`src/tsm_pkg.sv`:
```
`default_nettype none
package tsm_pkg;
   // register map: printed offset 6306h is not a multiple of four, so it is an index
   localparam logic [15:0] TSM_SEL_INDEX  = 16'h6306;
   localparam logic [17:0] TSM_SEL_ADDR   = {TSM_SEL_INDEX, 2'h0};
   // test-source register of this block (address of own choosing)
   localparam logic [17:0] TSM_TEST_ADDR  = 18'h18C20;
   localparam logic [7:0]  TSM_SEL_RESET  = 8'h10;
   localparam logic [7:0]  TSM_TEST_RESET = 8'h00;
   localparam int          TSM_LM_LSB     = 6;
   localparam int          TSM_DRV_LSB    = 4;
   localparam int          TSM_SIG_LSB    = 0;
   localparam logic [1:0]  TSM_SRC_OFF    = 2'h0;
   localparam logic [1:0]  TSM_SRC_CODER  = 2'h1;
   localparam logic [1:0]  TSM_SRC_EXTERNAL_ENVELOPE_INPUT  = 2'h2;
   localparam logic [1:0]  TSM_SRC_AUX    = 2'h3;
   localparam logic [3:0]  TSM_SO_OFF     = 4'h0;
   localparam logic [3:0]  TSM_SO_LOW     = 4'h1;
   localparam logic [3:0]  TSM_SO_HIGH    = 4'h2;
   localparam logic [3:0]  TSM_SO_TBUS    = 4'h3;
   localparam logic [3:0]  TSM_SO_CODER   = 4'h4;
   localparam logic [3:0]  TSM_SO_SER     = 4'h5;
   localparam logic [3:0]  TSM_SO_RX      = 4'h6;

   typedef struct packed {
      logic [1:0] load_mod_source_field;
      logic [1:0] antenna_driver_source_field;
      logic [3:0] signal_output_source_field;
   } tsm_sel_t;

   // one pin as level plus output enable
   typedef struct packed {
      logic level;
      logic oe;
   } tsm_pin_t;
endpackage
`default_nettype wire

```
`src/tsm_mux.sv`:
```
// Contract
// - bits 7:6 pick load-modulation pin source; 00 leaves pin tristate
// - load-mod field 11 drives chosen test signal from test-select register
// - bits 5:4 pick both antenna driver sources; 00 tristates both
// - field value 01 routes internal coder envelope
// - field value 10 routes envelope from external signal input
// - select fields live in one read/write byte register at 6306h
// - driver field 11 drives static high, polarity set by inversion bits
// - bits 3:0 pick signal output: off, low, high, bus, coder, serial, rx
//
// Design decision made here: register access over AHB-Lite.
`default_nettype none
module tsm_mux (
   // clock and reset
   input  wire logic        hclk,
   input  wire logic        hresetn,
   // ahb-lite slave
   input  wire logic        hsel,
   input  wire logic [31:0] haddr,
   input  wire logic [1:0]  htrans,
   input  wire logic        hwrite,
   input  wire logic [2:0]  hsize,
   input  wire logic [31:0] hwdata,
   input  wire logic        hready,
   output logic      [31:0] hrdata,
   output logic             hreadyout,
   output logic             hresp,
   // internal sources
   input  wire logic        coder_envelope,
   input  wire logic        external_envelope_input,
   input  wire logic [3:0]  load_mod_test_sources,
   input  wire logic [7:0]  test_bus,
   input  wire logic        serial_tx_data,
   input  wire logic        receiver_regen,
   // inversion controls from the driver control register
   input  wire logic        rf_enable_one,
   input  wire logic        rf_enable_two,
   input  wire logic        invert_driver_one_field_on,
   input  wire logic        invert_driver_one_field_off,
   input  wire logic        invert_driver_two_field_on,
   input  wire logic        invert_driver_two_field_off,
   // pins
   output tsm_pkg::tsm_pin_t load_modulation_pin,
   output tsm_pkg::tsm_pin_t antenna_driver_one,
   output tsm_pkg::tsm_pin_t antenna_driver_two,
   output tsm_pkg::tsm_pin_t external_signal_output
);
   tsm_pkg::tsm_sel_t sel_ff, nxt_sel;
   logic [7:0]        test_ff, nxt_test;
   logic              wr_pend_ff, nxt_wr_pend;
   logic [17:0]       waddr_ff, nxt_waddr;
   logic [31:0]       rdata_ff, nxt_rdata;
   logic              addr_ok;
   tsm_pkg::tsm_pin_t nxt_lm, nxt_t1, nxt_t2, nxt_so;
   tsm_pkg::tsm_pin_t lm_ff, t1_ff, t2_ff, so_ff;
   logic              inv1, inv2;
   logic [1:0]        lm_test_choice;
   logic [2:0]        test_bus_bit_choice;

   assign addr_ok   = hsel & hready & htrans[1];
   assign hreadyout = 1'b1;
   assign hresp     = 1'b0;
   assign hrdata    = rdata_ff;
   assign lm_test_choice      = test_ff[5:4];
   assign test_bus_bit_choice = test_ff[2:0];

   // bus: writes land in the data phase, reads are registered one cycle after address
   always_comb begin
      nxt_sel     = sel_ff;
      nxt_test    = test_ff;
      nxt_wr_pend = addr_ok & hwrite;
      nxt_waddr   = haddr[17:0];
      nxt_rdata   = 32'h0000_0000;
      if (wr_pend_ff) begin
         if (waddr_ff == tsm_pkg::TSM_SEL_ADDR) begin
            nxt_sel = hwdata[7:0];
         end else if (waddr_ff == tsm_pkg::TSM_TEST_ADDR) begin
            nxt_test = hwdata[7:0];
         end
      end
      // read from next values: a write still in its data phase must be seen by the read after it
      if (addr_ok && !hwrite) begin
         if (haddr[17:0] == tsm_pkg::TSM_SEL_ADDR) begin
            nxt_rdata = {24'h00_0000, nxt_sel};
         end else if (haddr[17:0] == tsm_pkg::TSM_TEST_ADDR) begin
            nxt_rdata = {24'h00_0000, nxt_test};
         end
      end
   end

   always_ff @(posedge hclk or negedge hresetn) begin
      if (!hresetn) begin
         sel_ff     <= tsm_pkg::TSM_SEL_RESET;
         test_ff    <= tsm_pkg::TSM_TEST_RESET;
         wr_pend_ff <= 1'b0;
         waddr_ff   <= 18'h0_0000;
         rdata_ff   <= 32'h0000_0000;
      end else begin
         sel_ff     <= nxt_sel;
         test_ff    <= nxt_test;
         wr_pend_ff <= nxt_wr_pend;
         waddr_ff   <= nxt_waddr;
         rdata_ff   <= nxt_rdata;
      end
   end

   // polarity of the static high level follows field state per driver
   assign inv1 = rf_enable_one ? invert_driver_one_field_on : invert_driver_one_field_off;
   assign inv2 = rf_enable_two ? invert_driver_two_field_on : invert_driver_two_field_off;

   // muxes decode the stored byte only, so a write switches in one step
   always_comb begin
      nxt_lm = '{level: 1'b0, oe: 1'b1};
      case (sel_ff.load_mod_source_field)
         tsm_pkg::TSM_SRC_OFF:   nxt_lm = '{level: 1'b0, oe: 1'b0};
         tsm_pkg::TSM_SRC_CODER: nxt_lm.level = coder_envelope;
         tsm_pkg::TSM_SRC_EXTERNAL_ENVELOPE_INPUT: nxt_lm.level = external_envelope_input;
         tsm_pkg::TSM_SRC_AUX:   nxt_lm.level = load_mod_test_sources[lm_test_choice];
         default:                nxt_lm = '{level: 1'b0, oe: 1'b0};
      endcase
      nxt_t1 = '{level: 1'b0, oe: 1'b1};
      nxt_t2 = '{level: 1'b0, oe: 1'b1};
      case (sel_ff.antenna_driver_source_field)
         tsm_pkg::TSM_SRC_OFF: begin
            nxt_t1.oe = 1'b0;
            nxt_t2.oe = 1'b0;
         end
         tsm_pkg::TSM_SRC_CODER: begin
            nxt_t1.level = coder_envelope;
            nxt_t2.level = coder_envelope;
         end
         tsm_pkg::TSM_SRC_EXTERNAL_ENVELOPE_INPUT: begin
            nxt_t1.level = external_envelope_input;
            nxt_t2.level = external_envelope_input;
         end
         tsm_pkg::TSM_SRC_AUX: begin
            nxt_t1.level = ~inv1;
            nxt_t2.level = ~inv2;
         end
         default: begin
            nxt_t1.oe = 1'b0;
            nxt_t2.oe = 1'b0;
         end
      endcase
      nxt_so = '{level: 1'b0, oe: 1'b1};
      case (sel_ff.signal_output_source_field)
         tsm_pkg::TSM_SO_OFF:   nxt_so.oe = 1'b0;
         tsm_pkg::TSM_SO_LOW:   nxt_so.level = 1'b0;
         tsm_pkg::TSM_SO_HIGH:  nxt_so.level = 1'b1;
         tsm_pkg::TSM_SO_TBUS:  nxt_so.level = test_bus[test_bus_bit_choice];
         tsm_pkg::TSM_SO_CODER: nxt_so.level = coder_envelope;
         tsm_pkg::TSM_SO_SER:   nxt_so.level = serial_tx_data;
         tsm_pkg::TSM_SO_RX:    nxt_so.level = receiver_regen;
         // undefined codes park the pin in tristate
         default:               nxt_so.oe = 1'b0;
      endcase
   end

   // pins registered: applied the cycle after the select register updates
   always_ff @(posedge hclk or negedge hresetn) begin
      if (!hresetn) begin
         lm_ff <= '{level: 1'b0, oe: 1'b0};
         t1_ff <= '{level: 1'b0, oe: 1'b1};
         t2_ff <= '{level: 1'b0, oe: 1'b1};
         so_ff <= '{level: 1'b0, oe: 1'b0};
      end else begin
         lm_ff <= nxt_lm;
         t1_ff <= nxt_t1;
         t2_ff <= nxt_t2;
         so_ff <= nxt_so;
      end
   end

   assign load_modulation_pin    = lm_ff;
   assign antenna_driver_one     = t1_ff;
   assign antenna_driver_two     = t2_ff;
   assign external_signal_output = so_ff;

   a_lm_tristate: assert property (@(posedge hclk) disable iff (!hresetn)
      $past(sel_ff.load_mod_source_field) == 2'h0 |-> !load_modulation_pin.oe)
      else $error("load-mod pin driven while source off");
   a_lm_test_src: assert property (@(posedge hclk) disable iff (!hresetn)
      $past(sel_ff.load_mod_source_field) == 2'h3 |->
      load_modulation_pin.level == $past(load_mod_test_sources[lm_test_choice]))
      else $error("load-mod test source wrong");
   a_drv_tristate: assert property (@(posedge hclk) disable iff (!hresetn)
      $past(sel_ff.antenna_driver_source_field) == 2'h0 |->
      !antenna_driver_one.oe && !antenna_driver_two.oe)
      else $error("drivers not tristate");
   // pins still show reset values one edge after release, whatever the coder does
   a_coder_route: assert property (@(posedge hclk) disable iff (!hresetn)
      $past(hresetn) && $past(sel_ff.antenna_driver_source_field) == 2'h1 |->
      antenna_driver_two.level == $past(coder_envelope) && antenna_driver_one.oe)
      else $error("coder envelope not on drivers");
   a_external_envelope_input_route: assert property (@(posedge hclk) disable iff (!hresetn)
      $past(sel_ff.load_mod_source_field) == 2'h2 |->
      load_modulation_pin.level == $past(external_envelope_input))
      else $error("input envelope not on load-mod pin");
   a_reg_write: assert property (@(posedge hclk) disable iff (!hresetn)
      wr_pend_ff && waddr_ff == tsm_pkg::TSM_SEL_ADDR |=> sel_ff == $past(hwdata[7:0]))
      else $error("select register write lost");
   a_static_high: assert property (@(posedge hclk) disable iff (!hresetn)
      $past(sel_ff.antenna_driver_source_field) == 2'h3 |->
      antenna_driver_one.level == !$past(inv1))
      else $error("static high polarity wrong");
   a_external_signal_output_high: assert property (@(posedge hclk) disable iff (!hresetn)
      $past(sel_ff.signal_output_source_field) == 4'h2 |->
      external_signal_output.oe && external_signal_output.level)
      else $error("signal output not high");
   a_tbus_route: assert property (@(posedge hclk) disable iff (!hresetn)
      $past(sel_ff.signal_output_source_field) == 4'h3 |->
      external_signal_output.oe &&
      external_signal_output.level == $past(test_bus[test_bus_bit_choice]))
      else $error("test bus bit not on signal output");
   a_apply_next: assert property (@(posedge hclk) disable iff (!hresetn)
      wr_pend_ff && waddr_ff == tsm_pkg::TSM_SEL_ADDR && hwdata[5:4] == 2'h0 |=> ##1
      !antenna_driver_one.oe)
      else $error("driver select not applied in time");
   c_lm_test: cover property (@(posedge hclk) sel_ff.load_mod_source_field == 2'h3);
   c_drv_high: cover property (@(posedge hclk) sel_ff.antenna_driver_source_field == 2'h3);
   c_so_rx: cover property (@(posedge hclk) sel_ff.signal_output_source_field == 4'h6);
   c_drv_off: cover property (@(posedge hclk) sel_ff.antenna_driver_source_field == 2'h0);
endmodule
`default_nettype wire

```
`config.mk`:
```
export PLATFORM = sky130hd
export DESIGN_NAME = tsm_mux
export DESIGN_NICKNAME = d
export VERILOG_FILES = /design/src/tsm_pkg.sv /design/src/tsm_mux.sv
export SDC_FILE = /design/constraint.sdc
export NUM_CORES = 1
export LEC_CHECK = 0
export ABC_AREA = 1
export BUFFER_PORTS_ARGS = -buffer_cell sky130_fd_sc_hd__buf_2
export CAP_MARGIN = 20
export CELL_PAD_IN_SITES_DETAIL_PLACEMENT = 0
export CELL_PAD_IN_SITES_GLOBAL_PLACEMENT = 2
export CORE_MARGIN = 4
export CORE_UTILIZATION = 25
export DETAILED_ROUTE_END_ITERATION = 10
export PLACE_DENSITY_LB_ADDON = 0.12
export SLEW_MARGIN = 30
export SYNTH_ARGS = -nofsm -noshare
export SYNTH_HDL_FRONTEND = slang
export SYNTH_SLANG_ARGS = --single-unit
```
`constraint.sdc`:
```
create_clock -name hclk -period 3.05 [get_ports hclk]
set_clock_uncertainty 0.05 [all_clocks]
set_input_delay 0.61 -clock hclk [delete_from_list [all_inputs] [get_ports hclk]]
set_output_delay 0.61 -clock hclk [all_outputs]
set_load 0.005 [all_outputs]
```
==> results of run 1 <==
-- worst max-delay path by stage --
stage | start | endpoint | cells past startpoint
global placement | haddr[13] | hrdata[2] | 8
detailed placement | haddr[13] | hrdata[6] | 8
floorplan | haddr[13] | hrdata[0] | 7
global route | haddr[13] | hrdata[5] | 8
finish | haddr[13] | hrdata[6] | 8
CTS | haddr[13] | hrdata[6] | 8
-- through the flow --
step / worst slack (ns) / utilization, %
floorplan: 1.48 / -
global placement: 0.782 / 30.3
detailed placement: 0.808 / 30.3
CTS: 1.13 / 31.4
global route: 1.01 / 31.4
finish: 1.18 / 31.4
-- cell families after synthesis --
logic type / synth area share (%)
mux: 0.432
buf+inv: 12.6
compound gates: 5.35
simple gates: 27.1
flops: 54.1
other cells: 0.324
-- critical path: stages --
cell and delay, ns:
buf_2 0.10, nor2_1 0.09, nand3_1 0.08, nor2_1 0.14, nand3_1 0.13, nor2_1 0.57, nand2_1 0.15, a21oi_1 0.15
-- power by group through the flow --
stage	Combinational [mW]	Sequential [mW]	Clock [mW]
2_1_floorplan	0.0546	0.695	0
4_1_cts	0.0943	0.684	0.423
6_report	0.0921	0.683	0.399
3_5_place_dp	0.0938	0.697	0
3_3_place_gp	0.0941	0.696	0
5_1_grt	0.107	0.685	0.450
-- flip-flops by register name, summed over array words and instances (netlist names) --
| signal | cells |
|---|---|
| wr_pend_ff | 1 |
| waddr_ff | 18 |
| hrdata | 8 |
| antenna_driver_one | 1 |
| external_signal_output | 2 |
| sel_ff | 8 |
| load_modulation_pin | 2 |
| test_ff | 8 |
| antenna_driver_two | 2 |
-- per-layer routing --
metal | vias to the layer above | GRT usage, %
met5 | - | 0
met3 | 8 | 2.79
met4 | 0 | 3.42
met1 | 812 | 14.5
li1 | 923 | -
met2 | 57 | 16.1
-- cells in the final DEF (no fill, tap or decap), types with 2 or more instances in the layout --
cell and instances:
nand2_1 71, nand2_2 2, dfrtp_1 48, o21ai_0 3, dfstp_2 2, inv_1 13, conb_1 26, nand4_1 17
or2_1 2, nor2_1 13, nor3_1 2, inv_2 4, nor2_2 3, a21oi_1 12, nand3_2 3, buf_2 69
clkbuf_8 5, clkinv_1 2, o21bai_1 2, nor2_4 2, nand3_1 12
-- cell type report --
cell class | instances | area (um^2) | area share [%]
Clock buffer | 5 | 68.8 | 2.48
Timing Repair Buffer | 70 | 365 | 13.1
Multi-Input combinational cell | 180 | 860 | 30.9
Clock inverter | 3 | 25.0 | 0.900
Sequential cell | 50 | 1250 | 45.1
Tap cell | 108 | 135 | 4.86
Inverter | 19 | 71.3 | 2.57
==> results.json, run 1 <==
{
  "reg2reg_to": "hrdata[4]",
  "swShare_pct": 24.9,
  "max_cap_viol_count": 0,
  "placed_area_mm2": 0.00269,
  "yosysMostFrequentCell": "nand2_1",
  "tritoncts": "yes",
  "start_kind": "input pin",
  "grt_pass1_vias": 1856,
  "clk_latency_ns": 0.30,
  "relSlewSlack_pct": 52.4,
  "top_layer": "met4",
  "cts_root_buf": "clkbuf_8",
  "drive_gt1_share_pct": 29.4,
  "cts_sinks": 50,
  "drtAntennaViolNets": 0,
  "row_count": 34,
  "die-width_um": 104,
  "p_total_mw": 1.17,
  "yosys_warnings": 0,
  "hold_ws_ns": 0.275,
  "synth_area_mm2": 0.00232,
  "die_area_mm2": 0.0109,
  "routed_wirelength_um": 5560,
  "synth_top_area_share_pct": 51.9,
  "worstPathArrival_ns": 2.04,
  "synth.avg_cell_area_um2": 9.12,
  "routed-wl-met3_um": 321,
  "hold_viol": 0,
  "die_h_um": 104,
  "p_seq_share_pct": 58.2,
  "rsz0062_at_grt": "no",
  "wl_met2_um": 2420,
  "end_kind": "flip-flop",
  "crit_fanout": 8,
  "wl_met1_um": 2750,
  "n_antenna_cell": 0,
  "grt_pass1_wl_um": 9170,
  "cts_buffer_depth": 2,
  "min_period_over_period_pct": 61.3,
  "clkPwrFrac_pct": 34.0,
  "cts-hold-fix-buffers": 0,
  "setup_viol": 0,
  "post_cts_buffers": 0,
  "nNetsFinal": 422,
  "outcome": "finished, final reports clean",
  "portBuffers": 69,
  "dp_cells": 427,
  "initial_core_util_pct": 26.2,
  "fin_setup_tns_ns": 0,
  "drc": 0,
  "first_pass_iters": 4,
  "vias_per_cell": 4.14,
  "synth_area_leaders": "dfrtp_1 52%, nand2_1 12%, buf_4 9.1%",
  "crit_required_ns": 3.22,
  "fmax_ghz": 0.535,
  "antenna_found_initial": 0,
  "ys_types": 31,
  "drt_iter0_drc": 86,
  "critPathKind": "in2reg",
  "ir_drop_mv": 0.142,
  "yosysSeqAreaShare_pct": 54.1,
  "post-dp-hpwl_um": 4220,
  "power_frac_comb_pct": 7.8,
  "finalMaxSlewViolations": 0,
  "grt_max_degree": 28,
  "final_cells": 435,
  "synth_seq_cells": 50,
  "syn_inst": 254,
  "worstMarginPinSlew_ns": 0.711,
  "post_cts_resized": 0,
  "synthTopCellsByCount": "71 x nand2_1, 48 x dfrtp_1, 28 x buf_4",
  "ios": 138,
  "synthArstFlopShare_pct": 100,
  "p_int_uw": 882,
  "overflow": 0,
  "synth_ff_type": "dfrtp_1",
  "nFillCells": 981,
  "wl_per_cell_um": 12.8,
  "gp_congestion": 0.694,
  "area_delta_synth_final_pct": 20.0,
  "p_leak_nw": 1.41,
  "power_switching_uw": 293,
  "clkTransAtPathRegs_ns": 0.10,
  "num_vias": 1800,
  "hold_path_class": "in2async",
  "htreeDepth": 2,
  "track_usage_pct": 10.5,
  "synth_edf_count": 0,
  "r2r_slack_ns": 1.30,
  "numCtsBuffers": 5,
  "coreArea_mm2": 0.00885,
  "power_density_mw_per_mm2": 423,
  "fin_area_mm2": 0.00278,
  "ff2ff_path_depth": 7,
  "min_period_ns": 1.87,
  "r2r_start": "wr_pend_ff",
  "netlist.top_cell.by_area": "dfrtp_1"
}
No activity file was read; power rests on OpenSTA's default activity.
==> inputs of run 2 (changes only) <==
--- a/config.mk
+++ b/config.mk
@@ -11,7 +11,7 @@
 export CELL_PAD_IN_SITES_DETAIL_PLACEMENT = 0
 export CELL_PAD_IN_SITES_GLOBAL_PLACEMENT = 2
 export CORE_MARGIN = 4
-export CORE_UTILIZATION = 25
+export CORE_UTILIZATION = 23
 export DETAILED_ROUTE_END_ITERATION = 10
 export PLACE_DENSITY_LB_ADDON = 0.12
 export SLEW_MARGIN = 30
==> constraint.sdc (replaced) <==
create_clock -name hclk -period 1.8 [get_ports hclk]
set_clock_uncertainty 0.05 [all_clocks]
set_input_delay 0.36 -clock hclk [delete_from_list [all_inputs] [get_ports hclk]]
set_output_delay 0.36 -clock hclk [all_outputs]
set_load 0.005 [all_outputs]
==> run 2 against run 1 <==
Final cell count grew 8.3%. Power up 81%. Final area up 5.2%. Die area rose by 8.0%. Critical path type is now reg2reg. Highest routed layer unchanged.
==> results.json, run 2 (same netlist as run 1, synthesis figures left out) <==
{
  "crit_required_ns": 1.98,
  "nNetsFinal": 433,
  "routed_wirelength_um": 5830,
  "die_h_um": 108,
  "cp_slowest_stage_delay_ns": 0.37,
  "grtUsageMet2_pct": 16.3,
  "drtAntennaViolNets": 0,
  "grt_pass1_vias": 1851,
  "power_frac_comb_pct": 7.7,
  "power_switching_uw": 487,
  "drc": 0,
  "numCtsBuffers": 5,
  "cts_root_buf": "clkbuf_8",
  "wl_per_cell_um": 12.4,
  "largest_reg_flops": 18,
  "fmax_ghz": 0.658,
  "rsz0062_at_grt": "no",
  "die-width_um": 108,
  "ir_drop_mv": 0.271,
  "row_count": 36,
  "cts_sinks": 50,
  "portBuffers": 69,
  "die_area_mm2": 0.0117,
  "end_kind": "flip-flop",
  "swShare_pct": 23.0,
  "tritoncts": "yes",
  "critPathSlowestCell": "dfrtp_1",
  "area_delta_synth_final_pct": 26.3,
  "path_cells": "nor2_1 > nand2_1 > nor2_4 > buf_4 > nand4_1 > nand2_1 > nand2_1 > a21oi_1",
  "worstPathArrival_ns": 1.70,
  "start_kind": "flip-flop",
  "min_period_ns": 1.52,
  "p_int_mw": 1.63,
  "track_usage_pct": 10.2,
  "drive_gt1_share_pct": 31.1,
  "grt_use_met3_pct": 1.97,
  "n_antenna_cell": 0,
  "post_cts_resized": 0,
  "crit_fanout": 5,
  "first_pass_iters": 4,
  "setup_viol": 0,
  "cts_buffer_depth": 2,
  "fin_setup_tns_ns": 0,
  "post-dp-hpwl_um": 4580,
  "use_met1_pct": 13.9,
  "hold_path_class": "in2reg",
  "clk_latency_ns": 0.30,
  "gp_congestion": 0.694,
  "drt_iter0_drc": 49,
  "ios": 138,
  "final_cell_mix": "71 x nand2_1, 69 x buf_2, 48 x dfrtp_1, 26 x conb_1, 17 x nand4_1",
  "p_total_mw": 2.12,
  "hold_viol": 0,
  "critPathKind": "reg2reg",
  "max_cap_viol_count": 0,
  "coreArea_mm2": 0.00977,
  "vias_per_cell": 3.91,
  "clkPwrFrac_pct": 37.7,
  "final_core_util_pct": 29.9,
  "num_vias": 1843,
  "outcome": "finished, final reports clean",
  "clkTransAtPathRegs_ns": 0.10,
  "finalMaxSlewViolations": 0,
  "p_leak_nw": 1.48,
  "mostFrequentLayoutCell": "nand2_1",
  "grt_busiest_layer": "met2",
  "antenna_found_initial": 0,
  "initial_core_util_pct": 23.7,
  "overflow": 0,
  "p_seq_share_pct": 54.5,
  "min_period_over_period_pct": 84.4,
  "power_density_mw_per_mm2": 725,
  "top_register": "waddr_ff",
  "htreeDepth": 2,
  "path_common_cell": "nand2_1",
  "grt_pass1_wl_um": 9220,
  "grt_max_degree": 28
}
## run 2: what timing repair did
item	in CTS	in global routing
setup endpoints to repair	0	0
hold buffers	1	0
buffers inserted	0	0
hold endpoints to repair	11	0
## run 2: per-layer routing
metal	wire [um]	part of all wire [%]	up-vias
li1	-	-	940
met1	2760	47	838
met2	2670	46	60
met3	340	5.8	5
met4	63	1.1	0
met5	0	0	-
## run 2: layout make-up
class | count | area (um^2)
inverters | 19 | 71.3
multi-input cells | 180 | 860
clock inverters | 2 | 37.5
repair buffers | 81 | 463
well taps | 133 | 166
flip-flops and latches | 50 | 1250
clock buffers | 6 | 72.6
fillers | 1090 | 6850
## run 2: metrics by stage
stage,setup WS [ns],std cells,hold WS (ns),instance area [um^2]
after floorplan,0.461,278,0.0144,2410
after global placement,0.168,462,0.251,2800
after detailed placement,0.171,462,0.253,2800
after CTS,0.230,471,0.107,2920
after global routing,0.0507,471,0.0962,2920
final,0.281,471,0.118,2920
## run 2: worst paths after layout
kind                       depth (start not counted)  slack (ns)   startpoint                    end
max in group asynchronous                          3        0.76      hresetn              hrdata[1]
min                                                1        0.12    haddr[13]           waddr_ff[13]
max                                                8        0.28  waddr_ff[7]              hrdata[4]
max reg2reg                                        8        0.28  waddr_ff[7]              hrdata[4]
min reg2reg                                        2        0.43   test_ff[6]             test_ff[6]
min in group asynchronous                          2        0.45      hresetn  antenna_driver_two[1]
## run 2: power groups by stage
stage	clock (mW)	sequential [mW]	combinational, mW
after global routing	0.875	1.16	0.191
after detailed placement	0	1.18	0.166
after global placement	0	1.18	0.165
final	0.800	1.16	0.164
after CTS	0.832	1.16	0.169
after floorplan	0	1.18	0.0925
## run 2: critical path: cells and delay by family, from the launching register on
kind                   cells  cell delay (ns)
AO/OA/AOI/OAI              1             0.16
flip-flops                 1             0.37
buffers and inverters      1             0.18
AND/OR/NAND/NOR            6             0.69
